[src/cmeh_defs.svh]
// constants for the correctable memory error handler
`ifndef CMEH_DEFS_SVH
`define CMEH_DEFS_SVH
`define CMEH_CNT_W      16
`define CMEH_ADDR_W     16
`define CMEH_DATA_W     32
`define CMEH_SET_W      8
`define CMEH_CNT_ZERO   16'h0000
`define CMEH_CNT_MAX    16'hFFFF
`define CMEH_CNT_ONE    16'h0001
`endif

[src/cmeh_pkg.sv]
// types for the correctable memory error handler
package cmeh_pkg;
    typedef enum logic [2:0]
    {
        CMEH_IDLE  = 3'b001,
        CMEH_FLUSH = 3'b010,
        CMEH_WBACK = 3'b100
    } cmeh_ilm_state_t;
endpackage : cmeh_pkg

[src/cmeh_cnt_if.sv]
// count request and threshold result between handler and counter
`include "cmeh_defs.svh"
interface cmeh_cnt_if;
    logic                   inc;
    logic [`CMEH_CNT_W-1:0] threshold;
    logic [`CMEH_CNT_W-1:0] count;
    logic                   hit;
    modport ctl (output inc, output threshold, input count, input hit);
    modport cnt (input inc, input threshold, output count, output hit);
endinterface : cmeh_cnt_if

[src/cmeh_counter.sv]
// saturating error counter with threshold compare
`include "cmeh_defs.svh"
module cmeh_counter
(
    input  wire logic clk,
    input  wire logic rstn,
    cmeh_cnt_if.cnt   c
);
    logic [`CMEH_CNT_W-1:0] count_r;
    logic                   hit_r;
    logic [`CMEH_CNT_W-1:0] count_nxt;

    // count only; no location kept
    always_comb
    begin
        count_nxt = count_r;
        if (c.inc && count_r != `CMEH_CNT_MAX)
        begin
            count_nxt = count_r + `CMEH_CNT_ONE;
        end
    end

    always_ff @(posedge clk or negedge rstn)
    begin
        if (!rstn)
        begin
            count_r <= `CMEH_CNT_ZERO;
        end
        else
        begin
            count_r <= count_nxt;
        end
    end

    // pulse the cycle the threshold is first reached
    always_ff @(posedge clk or negedge rstn)
    begin
        if (!rstn)
        begin
            hit_r <= 1'b0;
        end
        else
        begin
            hit_r <= c.inc && (c.threshold != `CMEH_CNT_ZERO) && (count_nxt == c.threshold)
                && (count_r != c.threshold);
        end
    end

    assign c.count = count_r;
    assign c.hit   = hit_r;
endmodule : cmeh_counter

[src/cmeh_handler.sv]
// correctable error handler for icache, instruction and data local memories
`include "cmeh_defs.svh"
module cmeh_handler
(
    input  wire logic                    clk,
    input  wire logic                    rstn,
    input  wire logic [`CMEH_CNT_W-1:0]  ic_threshold,
    input  wire logic [`CMEH_CNT_W-1:0]  ilm_threshold,
    input  wire logic [`CMEH_CNT_W-1:0]  dlm_threshold,
    input  wire logic                    ic_fetch_err,
    input  wire logic [`CMEH_SET_W-1:0]  ic_fetch_set,
    input  wire logic                    ilm_fetch_err,
    input  wire logic [`CMEH_ADDR_W-1:0] ilm_fetch_addr,
    input  wire logic [`CMEH_DATA_W-1:0] ilm_fetch_fixed,
    input  wire logic                    dlm_ls_err,
    input  wire logic                    dlm_ls_spec,
    input  wire logic                    dlm_ls_side_effect,
    input  wire logic [`CMEH_ADDR_W-1:0] dlm_ls_addr,
    input  wire logic [`CMEH_DATA_W-1:0] dlm_ls_fixed,
    input  wire logic                    dma_rd_ilm_err,
    input  wire logic                    dma_rd_dlm_err,
    input  wire logic [`CMEH_ADDR_W-1:0] dma_rd_addr,
    input  wire logic [`CMEH_DATA_W-1:0] dma_rd_fixed,
    input  wire logic                    dma_wr,
    output logic                         refetch_pc_flush,
    output logic                         ic_inval,
    output logic [`CMEH_SET_W-1:0]       ic_inval_set,
    output logic                         ilm_wr,
    output logic [`CMEH_ADDR_W-1:0]      ilm_wr_addr,
    output logic [`CMEH_DATA_W-1:0]      ilm_wr_data,
    output logic                         dlm_wr,
    output logic [`CMEH_ADDR_W-1:0]      dlm_wr_addr,
    output logic [`CMEH_DATA_W-1:0]      dlm_wr_data,
    output logic                         ilm_refetch,
    output logic                         corr_err_irq,
    output logic [`CMEH_CNT_W-1:0]       ic_count,
    output logic [`CMEH_CNT_W-1:0]       ilm_count,
    output logic [`CMEH_CNT_W-1:0]       dlm_count
);
    // ------------------------------------------------------------
    // counters
    // ------------------------------------------------------------
    // slot 0 icache, slot 1 instruction memory, slot 2 data memory
    cmeh_cnt_if cnt_c [3] ();

    generate
        for (genvar g = 0; g < 3; g++)
        begin : g_cnt
            cmeh_counter u_cnt (.clk(clk), .rstn(rstn), .c(cnt_c[g]));
        end
    endgenerate

    logic                      dlm_ls_ok;
    logic                      ilm_take;
    cmeh_pkg::cmeh_ilm_state_t state_r;
    cmeh_pkg::cmeh_ilm_state_t state_nxt;

    // side effect attribute deliberately not consulted
    assign dlm_ls_ok = dlm_ls_err && !dlm_ls_spec;

    // ignore new fetch errors while a flush is in flight
    assign ilm_take = ilm_fetch_err && (state_r == cmeh_pkg::CMEH_IDLE);

    assign cnt_c[0].inc       = ic_fetch_err;
    assign cnt_c[0].threshold = ic_threshold;
    assign cnt_c[1].inc       = ilm_take || dma_rd_ilm_err;
    assign cnt_c[1].threshold = ilm_threshold;
    assign cnt_c[2].inc       = dlm_ls_ok || dma_rd_dlm_err;
    assign cnt_c[2].threshold = dlm_threshold;

    assign ic_count  = cnt_c[0].count;
    assign ilm_count = cnt_c[1].count;
    assign dlm_count = cnt_c[2].count;

    // ------------------------------------------------------------
    // interrupt
    // ------------------------------------------------------------
    always_ff @(posedge clk or negedge rstn)
    begin
        if (!rstn)
        begin
            corr_err_irq <= 1'b0;
        end
        else
        begin
            corr_err_irq <= cnt_c[0].hit || cnt_c[1].hit || cnt_c[2].hit;
        end
    end

    // ------------------------------------------------------------
    // icache: set invalidate and flush
    // ------------------------------------------------------------
    // ecc on tag and data: any detected error, single or double, refetches
    always_ff @(posedge clk or negedge rstn)
    begin
        if (!rstn)
        begin
            ic_inval     <= 1'b0;
            ic_inval_set <= {`CMEH_SET_W{1'b0}};
        end
        else
        begin
            ic_inval <= ic_fetch_err;
            if (ic_fetch_err)
            begin
                ic_inval_set <= ic_fetch_set;
            end
        end
    end

    // ------------------------------------------------------------
    // instruction memory sequencer
    // ------------------------------------------------------------
    logic [`CMEH_ADDR_W-1:0]   fix_addr_r;
    logic [`CMEH_DATA_W-1:0]   fix_data_r;

    always_comb
    begin
        state_nxt = state_r;
        case (state_r)
            cmeh_pkg::CMEH_IDLE:
            begin
                if (ilm_fetch_err)
                begin
                    state_nxt = cmeh_pkg::CMEH_FLUSH;
                end
            end
            cmeh_pkg::CMEH_FLUSH:
            begin
                state_nxt = cmeh_pkg::CMEH_WBACK;
            end
            cmeh_pkg::CMEH_WBACK:
            begin
                state_nxt = cmeh_pkg::CMEH_IDLE;
            end
            default:
            begin
                state_nxt = cmeh_pkg::CMEH_IDLE;
            end
        endcase
    end

    always_ff @(posedge clk or negedge rstn)
    begin
        if (!rstn)
        begin
            state_r <= cmeh_pkg::CMEH_IDLE;
        end
        else
        begin
            state_r <= state_nxt;
        end
    end

    always_ff @(posedge clk or negedge rstn)
    begin
        if (!rstn)
        begin
            fix_addr_r <= {`CMEH_ADDR_W{1'b0}};
            fix_data_r <= {`CMEH_DATA_W{1'b0}};
        end
        else if (ilm_take)
        begin
            fix_addr_r <= ilm_fetch_addr;
            fix_data_r <= ilm_fetch_fixed;
        end
    end

    // flush covers both icache and instruction memory errors
    always_ff @(posedge clk or negedge rstn)
    begin
        if (!rstn)
        begin
            refetch_pc_flush <= 1'b0;
            ilm_refetch      <= 1'b0;
        end
        else
        begin
            refetch_pc_flush <= ic_fetch_err || ilm_take;
            ilm_refetch      <= (state_r == cmeh_pkg::CMEH_WBACK);
        end
    end

    // ------------------------------------------------------------
    // write back ports
    // ------------------------------------------------------------
    // flush write back wins the port; a colliding dma read fix is dropped
    always_ff @(posedge clk or negedge rstn)
    begin
        if (!rstn)
        begin
            ilm_wr      <= 1'b0;
            ilm_wr_addr <= {`CMEH_ADDR_W{1'b0}};
            ilm_wr_data <= {`CMEH_DATA_W{1'b0}};
        end
        else if (state_r == cmeh_pkg::CMEH_FLUSH)
        begin
            ilm_wr      <= 1'b1;
            ilm_wr_addr <= fix_addr_r;
            ilm_wr_data <= fix_data_r;
        end
        else
        begin
            ilm_wr      <= dma_rd_ilm_err && !dma_wr;
            ilm_wr_addr <= dma_rd_addr;
            ilm_wr_data <= dma_rd_fixed;
        end
    end

    always_ff @(posedge clk or negedge rstn)
    begin
        if (!rstn)
        begin
            dlm_wr      <= 1'b0;
            dlm_wr_addr <= {`CMEH_ADDR_W{1'b0}};
            dlm_wr_data <= {`CMEH_DATA_W{1'b0}};
        end
        else if (dlm_ls_ok)
        begin
            dlm_wr      <= 1'b1;
            dlm_wr_addr <= dlm_ls_addr;
            dlm_wr_data <= dlm_ls_fixed;
        end
        else
        begin
            dlm_wr      <= dma_rd_dlm_err && !dma_wr;
            dlm_wr_addr <= dma_rd_addr;
            dlm_wr_data <= dma_rd_fixed;
        end
    end

    logic unused_side;
    assign unused_side = dlm_ls_side_effect;
endmodule : cmeh_handler

[config.mk]
export PLATFORM = sky130hd
export DESIGN_NAME = cmeh_handler
export DESIGN_NICKNAME = d
export VERILOG_FILES = /design/src/cmeh_pkg.sv /design/src/cmeh_cnt_if.sv /design/src/cmeh_counter.sv /design/src/cmeh_handler.sv
export VERILOG_INCLUDE_DIRS = /design/src /design/src/src
export SDC_FILE = /design/constraint.sdc
export NUM_CORES = 1
export LEC_CHECK = 0
export ABC_AREA = 0
export BUFFER_PORTS_ARGS = -buffer_cell sky130_fd_sc_hd__buf_2
export CORE_MARGIN = 2
export CORE_UTILIZATION = 30
export DETAILED_ROUTE_END_ITERATION = 6
export GPL_TIMING_DRIVEN = 0
export PLACE_DENSITY = 0.59
export REMOVE_ABC_BUFFERS = 1
export SLEW_MARGIN = 25
export SYNTH_ARGS = -nofsm -noshare
export SYNTH_HDL_FRONTEND = slang
export SYNTH_HIERARCHICAL = 1
export SYNTH_SLANG_ARGS = --single-unit
[constraint.sdc]
create_clock -name clk -period 4.7 [get_ports clk]
set_input_delay 0 -clock clk [delete_from_list [all_inputs] [get_ports clk]]
set_output_delay 0 -clock clk [all_outputs]
set_load 0.01 [all_outputs]
# [Word-level counts from Yosys, hierarchy flattened]
# Index checks and enable logic that the tools add are counted.
# W data, S select, Z words.
[op_classes] n_addsub=3 n_eq_ne=13 mux=11 reduce_logical=26
[ops] op="$mux W16" count=5
[ops] op="$mux W32" count=2
[ops] op="$add A16 B1 Y16 const B" count=3
[ops] op="$eq A16 B16 Y1" count=3
[ops] op="$ne A16 B16 Y1" count=3
[ops] op="$ne A16 B16 Y1 const B" count=3
[ops] op="$reduce_bool A16 Y1" count=3
[ops] op="$logic_and A1 B1 Y1" count=16
[ops] op="$pmux W3 S2" count=1
[ops] op="$logic_or A1 B1 Y1" count=5
[ops] op="$eq A3 B1 Y1 const B" count=1
[ops] op="$eq A3 B2 Y1 const B" count=1
[ops] op="$eq A3 B3 Y1 const B" count=1
[ops] op="$mux W3" count=1
[ops] op="$logic_not A1 Y1" count=2
[ops] op="$mux W1" count=2
[ops] op="$ne A2 B2 Y1 const B" count=1
[word_totals] ff_bits=212 input_bits=210 elab_cells=73

# [Longest topological paths before layout]
# Gate-level depths: netlist of the first run.
[depth] ltp_word=8 depth_mapped=11 mapped_depth_nobuf=9

# [Hierarchy]
# The synthesis of the first run kept the hierarchy.
[modules_own_cells] module="cmeh_handler" instances=1 cells_per_inst=345 area_each_um2=6017.0 seq_area_each_um2=4030.1
[modules_own_cells] module="cmeh_counter at g_cnt[0].u_cnt ..." instances=2 cells_per_inst=181 area_each_um2=1580.3 seq_area_each_um2=425.4
[modules_own_cells] module="cmeh_counter at g_cnt[2].u_cnt" instances=1 cells_per_inst=158 area_each_um2=1487.7 seq_area_each_um2=425.4

# [Worst setup path before layout of the first run]
# Ideal clock, no wire load.
[synth_timing] kind="flip-flop to flip-flop" from="reg state_r[0]" to="reg g_cnt[1].u_cnt.hit_r" setup_ps=68 arrival_time_ps=2583 slack_ps=2049 path_stages_with_launch=11 path_buffers=2 period_less_slack_ps=2651 cell_sequence="dfstp_2 > nor4bb_4 > buf_4 > buf_6 > or2_2 > nand4_1 > inv_1 > nand4_1 > or4b_2 > o21ai_0 > and4_1"
[synth_between] elab_chain_len=8 elab_cells_between_ends=9 cone_classes="2 x eq/ne; 1 x mux; 6 x reduce/logical"
[synth_lines] element="from (decl)" line_no="cmeh_handler.sv:55" rtl="cmeh_pkg::cmeh_ilm_state_t state_r;"
[synth_lines] element="from (signal assigned)" line_no="cmeh_handler.sv:147" rtl="state_r <= cmeh_pkg::CMEH_IDLE;"
[synth_lines] element="from (signal assigned)" line_no="cmeh_handler.sv:151" rtl="state_r <= state_nxt;"
[synth_lines] element="$eq A3 B1 Y1 (*)" line_no="cmeh_handler.sv:62" rtl="assign ilm_take = ilm_fetch_err && (state_r == cmeh_pkg::CMEH_IDLE);"
[synth_lines] element="$logic_and A1 B1 Y1 (*)" line_no="cmeh_handler.sv:62"
[synth_lines] element="$logic_or A1 B1 Y1 (*)" line_no="cmeh_handler.sv:66" rtl="assign cnt_c[1].inc = ilm_take || dma_rd_ilm_err;"
[synth_lines] element="net cnt_c[1].inc" line_no="cmeh_cnt_if.sv:4" rtl="logic inc;"
[synth_lines] element="$logic_and A1 B1 Y1 (no source line)"
[synth_lines] element="$mux W16" line_no="cmeh_counter.sv:17" rtl="if (c.inc && count_r != `CMEH_CNT_MAX)"
[synth_lines] element="$eq A16 B16 Y1" line_no="cmeh_counter.sv:44" rtl="hit_r <= c.inc && (c.threshold != `CMEH_CNT_ZERO) && (count_nxt == c.threshold)"
[synth_lines] element="$logic_and A1 B1 Y1 (*) (2 in a row)" line_no="cmeh_counter.sv:44"
[synth_lines] element="to (signal assigned)" line_no="cmeh_counter.sv:44"
[synth_lines] element="to (decl)" line_no="cmeh_counter.sv:10" rtl="logic hit_r;"
# The timed path passes the listed nets; every way through them passes the cells marked *.
# A chain may end at the register's enable or synchronous reset.

# [Final worst setup path of the first run]
[layout_timing] from="reg g_cnt[2].u_cnt.count_r[5]" to="reg g_cnt[2].u_cnt.hit_r"
[layout_between] elab_chain_len=6 elab_cells_between_ends=8 cone_classes="1 x add/sub; 3 x eq/ne; 1 x mux; 3 x reduce/logical"
[layout_lines] element="from (decl)" line_no="cmeh_counter.sv:9" rtl="logic [`CMEH_CNT_W-1:0] count_r;"
[layout_lines] element="from (signal assigned)" line_no="cmeh_counter.sv:27" rtl="count_r <= `CMEH_CNT_ZERO;"
[layout_lines] element="from (signal assigned)" line_no="cmeh_counter.sv:31" rtl="count_r <= count_nxt;"
[layout_lines] element="$ne A16 B16 Y1 (no source line)"
[layout_lines] element="$logic_and A1 B1 Y1 (no source line)"
[layout_lines] element="$mux W16" line_no="cmeh_counter.sv:17"
[layout_lines] element="net g_cnt[2].u_cnt.count_nxt[1]" line_no="cmeh_counter.sv:11" rtl="logic [`CMEH_CNT_W-1:0] count_nxt;"
[layout_lines] element="$eq A16 B16 Y1" line_no="cmeh_counter.sv:44"
[layout_lines] element="$logic_and A1 B1 Y1 (2 in a row)" line_no="cmeh_counter.sv:44"
[layout_lines] element="to (signal assigned)" line_no="cmeh_counter.sv:44"
[layout_lines] element="to (decl)" line_no="cmeh_counter.sv:10"
# The timed path passes the listed nets, and every way through them passes these cells.

==> impl_metrics.toml, run 1 <==
[outcome]
run_status = "complete, but fails checks"
violations = "negative hold slack"

[global_route]
antenna_found_initial = 1
busiest_layer = "met2"
gr-usage-met2_pct = 30.16
grtUsageMet1_pct = 22.45
overflow = 0
use_met3_pct = 4.601
grt_pass1_wl_mm = 52.57
grt_usage_pct = 17.94
grt_pass1_vias = 9667
grt_max_degree = 86

[detailed_routing]
via_per_inst = 4.785
ant_nets = 0
first_iter_violations = 400
remaining_drc_errors = 0
vias = 9168
drt-wirelength-per-cell_um = 17.69
wl_mm = 33.89
dr.pass1.iters = 5

[worst_setup_path]
crit_type = "flop to flop"
path_max_fanout = 12
startpoint_type = "flop"
endpoint_kind = "flop"
cp.required_ns = 5.15
cp.arrival_ns = 4.36

[placement]
port_buffers = 366
dp_worst_setup_slack_ns = 1.182
dp_hpwl_mm = 22.81
gp_congestion = 0.8784
dp_cells = 1656
placed_area_sq_um = 12970

[power_and_ir_drop]
pwr_density_cell_nw_per_um2 = 405.4
p_leak_nw = 7.177
vdd_ir_drop_max_v = 0.0002939
finalPower_mw = 6.450

[clock_tree]
cts_tree = "built"
clock-sinks = 212
cts-root-buf = "clkbuf_16"
cts_buffers = 25
htree_levels = 1
clkTransAtPathRegs_ns = 0.06
clock_path_buffers = 3
cts_setup_buffers = 0
clk_latency_ns = 0.52

[floorplanning]
fp.dieH_um = 192.6
core_sq_um = 35310
ios = 368
fp.dieW_um = 192.6
row_count = 69
die_area_sq_um = 37080
start_util_pct = 30.20

[sta]
finalWorstSetupSlack_ns = 0.7918
fmax_ghz = 0.2559
period_share_pct = 83.15
clock_skew_ns = 0.01818
hold_viol_final = 2
maxSlewViolCount = 0
finalSetupTns_ns = 0
hold_ws_ns = -0.01175
finalSetupViolCount = 0
slew-limit-headroom_pct = 55.88
worstMarginPinSlew_ns = 0.6546
period_minus_slack_ns = 3.908
rsz0062_at_grt = "no"

[synthesis]
syn_inst = 865
synth_edf_count = 0
synth_seq_area_share_pct = 49.75
synth_top_family_by_area = "multiplexers"
synthAdderAreaFrac_pct = 0.3519
synth_top_cell_by_area = "dfrtp_1"
synth_area_sq_um = 10670
synthSimpleGateAreaFrac_pct = 13.71
synthXorXnorAreaFrac_pct = 9.503
synth_ff_type = "dfrtp_1"
yosysUniqueCellTypes = 70
ys_ff_latch = 212
synth_mux_area_share_pct = 17.46
synth-async-reset-ratio_pct = 100.0
synth_area_leaders = "dfrtp_1 (50%), mux2_2 (16%), xor2_1 (5.3%)"
avgSynthCellArea_sq_um = 12.33
synth-compound-area-share_pct = 5.432
synth_top_area_share_pct = 49.51
yosys_warnings = 6

[final_layout]
syn2layout_area_growth_pct = 49.18
utilization_pct = 45.06
final_cells = 1916
final_cell_area_sq_um = 15910
nets = 1650
mostFrequentLayoutCell = "buf_2"
drive_gt1_share_pct = 41.88
layout_common_cells = "buf_2 (365), dlygate4sd3_1 (215), dfrtp_1 (211)"

[hold_path]
hold_class = "primary input to asynchronous set/reset pin"

[run]
cap_violations = 0
## path summary, 6_finish.rpt
path / cells after the start / to / slack [ns] / from
worst max-delay path: 9 / g_cnt[2].u_cnt/c.hit$_DFF_PN0_ / 0.79 / g_cnt[2].u_cnt/c.count[5]$_DFF_PN0_
worst min-delay path: 2 / g_cnt[0].u_cnt/c.count[10]$_DFF_PN0_ / -0.01 / rstn
worst max register to register: 9 / g_cnt[2].u_cnt/c.hit$_DFF_PN0_ / 0.79 / g_cnt[2].u_cnt/c.count[5]$_DFF_PN0_
worst min register to register: 1 / corr_err_irq$_DFF_PN0_ / 0.45 / g_cnt[2].u_cnt/c.hit$_DFF_PN0_
max in group asynchronous: 3 / ilm_wr_addr[0]$_DFF_PN0_ / 3.88 / rstn
min in group clk: 4 / g_cnt[0].u_cnt/c.hit$_DFF_PN0_ / 0.03 / ic_threshold[13]
## Yosys cell counts, drive strengths merged, types with 3 or more instances
library cell / number
dfrtp: 211
mux2: 160
xor2: 64
xnor2: 50
buf: 45
nor4: 38
nor2: 33
nand4: 32
nand3: 31
nand2: 22
inv: 19
nor3: 19
a21oi: 18
nor3b: 10
and4: 8
nand2b: 7
o2111ai: 7
clkbuf: 6
mux2i: 6
o41ai: 5
and2: 4
and3: 4
o21ai: 4
a211oi: 3
a21o: 3
ha: 3
nand3b: 3
nor4b: 3
o21a: 3
o311ai: 3
o31ai: 3
or2: 3
## final cells by class
type                    count  area (sq um)
well taps                 461         576.8
multi-input cells         583          4962
clock inverters             9         82.58
fillers                  3148         19400
repair buffers            596          4205
flip-flops and latches    212          5306
inverters                  19         71.32
diodes                      1         2.502
clock buffers              35         703.2
## state kept, by name (all words and copies together) (netlist names), 3 cells and up
signal               cells
dlm_wr_addr             16
ilm_wr_addr             16
fix_addr_r              16
g_cnt.u_cnt/c.hit        3
g_cnt.u_cnt/c.count     48
ic_inval_set             8
ilm_wr_data             32
state_r                  3
dlm_wr_data             32
fix_data_r              32
## routing by layer
layer,wire length (um),up-vias,part of all wire [%]
met5,0,-,0
li1,-,4295,-
met4,909,0,2.7
met2,16480,349,49
met1,13960,4462,41
met3,2540,62,7.5
## timing repair
action,in CTS,in global routing
hold endpoints to repair,370,0
hold buffers,215,0
gates resized for setup,0,0
## critical path, stage by stage (launching register included)
cell           delay [ns]
dfrtp_1              0.56
nand4_2              0.51
o41ai_2              0.58
mux2_2               0.42
xor2_1               0.15
a211oi_1             0.17
o2111ai_1            0.13
dlygate4sd3_1        0.58
nor4_2               0.16
dlygate4sd3_1        0.59
## report_power, final
group | internal, mW | switching [mW]
Clock | 1.10 | 0.777
Combinational | 1.03 | 0.878
Sequential | 2.26 | 0.409
Total | 4.39 | 2.06
## cell families after synthesis
logic type | after synthesis
buffers and inverters | 70
XOR/XNOR | 114
multiplexers | 166
AND/OR/NAND/NOR | 226
adder cells (fa/ha/maj) | 3
AO/OA/AOI/OAI | 74
flip-flops | 212
(Power assumes the default switching activity.)
==> inputs of run 2 (changes only) <==
clock period = 3.8 ns   (was 4.7 ns; I/O delays follow)
==> run 2 against run 1 <==
The flow still finishes with violations (negative hold slack). Critical endpoint is now g_cnt[1].u_cnt/c.hit$_DFF_PN0_. Sequential power is 24% higher. Clock power is 24% higher. Combinational power is 24% higher. Critical path type unchanged. Routed wire length hardly changed. First-iteration DRC count is 7.8% lower.
==> impl_metrics.toml, run 2 (synthesis results as in run 1) <==
[detailed_routing]
wl_mm = 33.88
remaining_drc_errors = 0
dr.pass1.iters = 5
wl_met1_mm = 13.87
routed-wl-met3_mm = 2.569
vias = 9195
ant_nets = 0
via_per_inst = 4.789
routed.top_layer = "met4"
met2_length_mm = 16.54
first_iter_violations = 369
drt-wirelength-per-cell_um = 17.65

[global_route]
grt_max_degree = 86
grt_pass1_wl_mm = 52.61
overflow = 0
grt_usage_pct = 17.95
antenna_found_initial = 1
grt_pass1_vias = 9674

[final_layout]
largest_reg_flops = 48
mostFrequentLayoutCell = "buf_2"
nets = 1654
multiInputGateArea_sq_um = 4962
layout_common_cells = "buf_2 (365), dlygate4sd3_1 (219), dfrtp_1 (211)"
final.fill_count = 3145
final_cell_area_sq_um = 15950
register_area_sq_um = 5306
final_cells = 1920
drive_gt1_share_pct = 41.77
syn2layout_area_growth_pct = 49.55

[placement]
dp_hpwl_mm = 22.81
port_buffers = 366
placed_area_sq_um = 12970
gp_congestion = 0.8784
dp_cells = 1656

[floorplanning]
ios = 368
die_area_sq_um = 37080
start_util_pct = 30.20
row_count = 69
core_sq_um = 35310
fp.dieW_um = 192.6
fp.dieH_um = 192.6

[worst_setup_path]
path_max_fanout = 7
timing.rr.start = "state_r[0]$_DFFE_PN1P_"
cp.arrival_ns = 3.92
r2r_cells = 11
crit_type = "flop to flop"
cp_slowest_cell = "dfstp_2"
startpoint = "state_r[0]$_DFFE_PN1P_"
crit_path_cell_trace = "nor4bb_4 > buf_6 > buf_4 > or2_2 > nand4_1 > nor4_2 > nand2_1 > nand3b_1 > o2111ai_1 > nor4_1 > and4_1"
reg2reg_slack_ns = 0.33
endpoint_kind = "flop"
worstReg2RegEnd = "g_cnt[1].u_cnt/c.hit$_DFF_PN0_"
startpoint_type = "flop"
cpPeakStageDelay_ns = 0.58
crit_end = "g_cnt[1].u_cnt/c.hit$_DFF_PN0_"
cp.required_ns = 4.25

[hold_path]
hold_class = "primary input to asynchronous set/reset pin"

[power_and_ir_drop]
p_leak_nw = 7.186
pwr_density_cell_nw_per_um2 = 500.8
switching_share_pct = 31.98
p_sw_mw = 2.555
power_frac_seq_pct = 41.3
finalPower_mw = 7.988
clkPwrFrac_pct = 29.0
vdd_ir_drop_max_v = 0.0003635
combPwrFrac_pct = 29.6
power.internal_mw = 5.433

[clock_tree]
htree_levels = 1
cts_setup_buffers = 0
cts_tree = "built"
post_cts_resize_count = 0
clkTransAtPathRegs_ns = 0.06
ctsHoldBuffers = 219
cts-root-buf = "clkbuf_16"
clock-sinks = 212
clk_latency_ns = 0.52
clock_path_buffers = 3
cts_buffers = 25

[sta]
rsz0062_at_grt = "no"
slew-limit-headroom_pct = 55.46
period_minus_slack_ns = 3.471
clock_skew_ns = 0.01898
finalSetupViolCount = 0
period_share_pct = 91.35
hold_ws_ns = -0.01356
maxSlewViolCount = 0
hold_viol_final = 3
worstMarginPinSlew_ns = 0.6608
fmax_ghz = 0.2881

[run]
cap_violations = 0

[outcome]
violations = "negative hold slack"
run_status = "complete, but fails checks"
==> run 2: cell types whose count changed in the layout (fill, tap and decap cells not counted) <==
cell and delta:
dlygate4sd3_1 +4
==> run 2: layer usage <==
| layer | vias to the layer above | track usage (%) |
|---|---|---|
| met5 | - | 0 |
| met4 | 0 | 5.872 |
| met3 | 62 | 4.601 |
| met2 | 341 | 30.17 |
| met1 | 4484 | 22.47 |
| li1 | 4308 | - |
==> run 2: final cells by class <==
cell class                      count  share of cell area, %
Antenna cell                        1                0.01569
Tap cell                          461                  3.616
Sequential cell                   212                  33.27
Clock buffer                       35                  4.409
Inverter                           19                 0.4471
Timing Repair Buffer              600                  26.62
Multi-Input combinational cell    583                  31.11
Clock inverter                      9                 0.5177
==> run 2: power groups by stage <==
| stage | Sequential, mW | Combinational [mW] | Clock (mW) |
|---|---|---|---|
| floorplan | 3.31 | 1.21 | 0 |
| global placement | 3.30 | 2.06 | 0 |
| detailed placement | 3.32 | 2.15 | 0 |
| CTS | 3.29 | 2.36 | 2.40 |
| global route | 3.36 | 2.58 | 2.50 |
| finish | 3.30 | 2.37 | 2.32 |
==> run 2: per-stage QoR <==
step                setup slack (ns)  TNS, ns  util (%)  hold WS, ns
floorplan                    -0.2572  -0.4791         -      -0.2956
global placement              -2.461  -326.15     36.08       0.2200
detailed placement            0.2822        0     36.73     -0.03461
CTS                           0.2813        0     45.16    0.0001157
global route                 0.02181        0     45.17     0.003238
finish                        0.3288        0     45.17     -0.01356
==> run 2: how the worst min path moves through the flow <==
stage / start / end / slack [ns]
finish: rstn / g_cnt[0].u_cnt/c.count[10]$_DFF_PN0_ / -0.01
detailed placement: rstn / g_cnt[0].u_cnt/c.count[10]$_DFF_PN0_ / -0.03
global route: rstn / g_cnt[0].u_cnt/c.count[10]$_DFF_PN0_ / 0.003
global placement: ilm_fetch_addr[11] / fix_addr_r[11]$_DFFE_PN0P_ / 0.22
floorplan: rstn / corr_err_irq$_DFF_PN0_ / -0.30
CTS: rstn / g_cnt[0].u_cnt/c.count[10]$_DFF_PN0_ / 0.0001
==> run 2: worst max-delay path: cells and delay by family, from the launching register on <==
kind                   cells  cell delay (ns)
flip-flops                 1             0.58
AND/OR/NAND/NOR            8             2.27
buffers and inverters      2             0.39
AO/OA/AOI/OAI              1             0.16
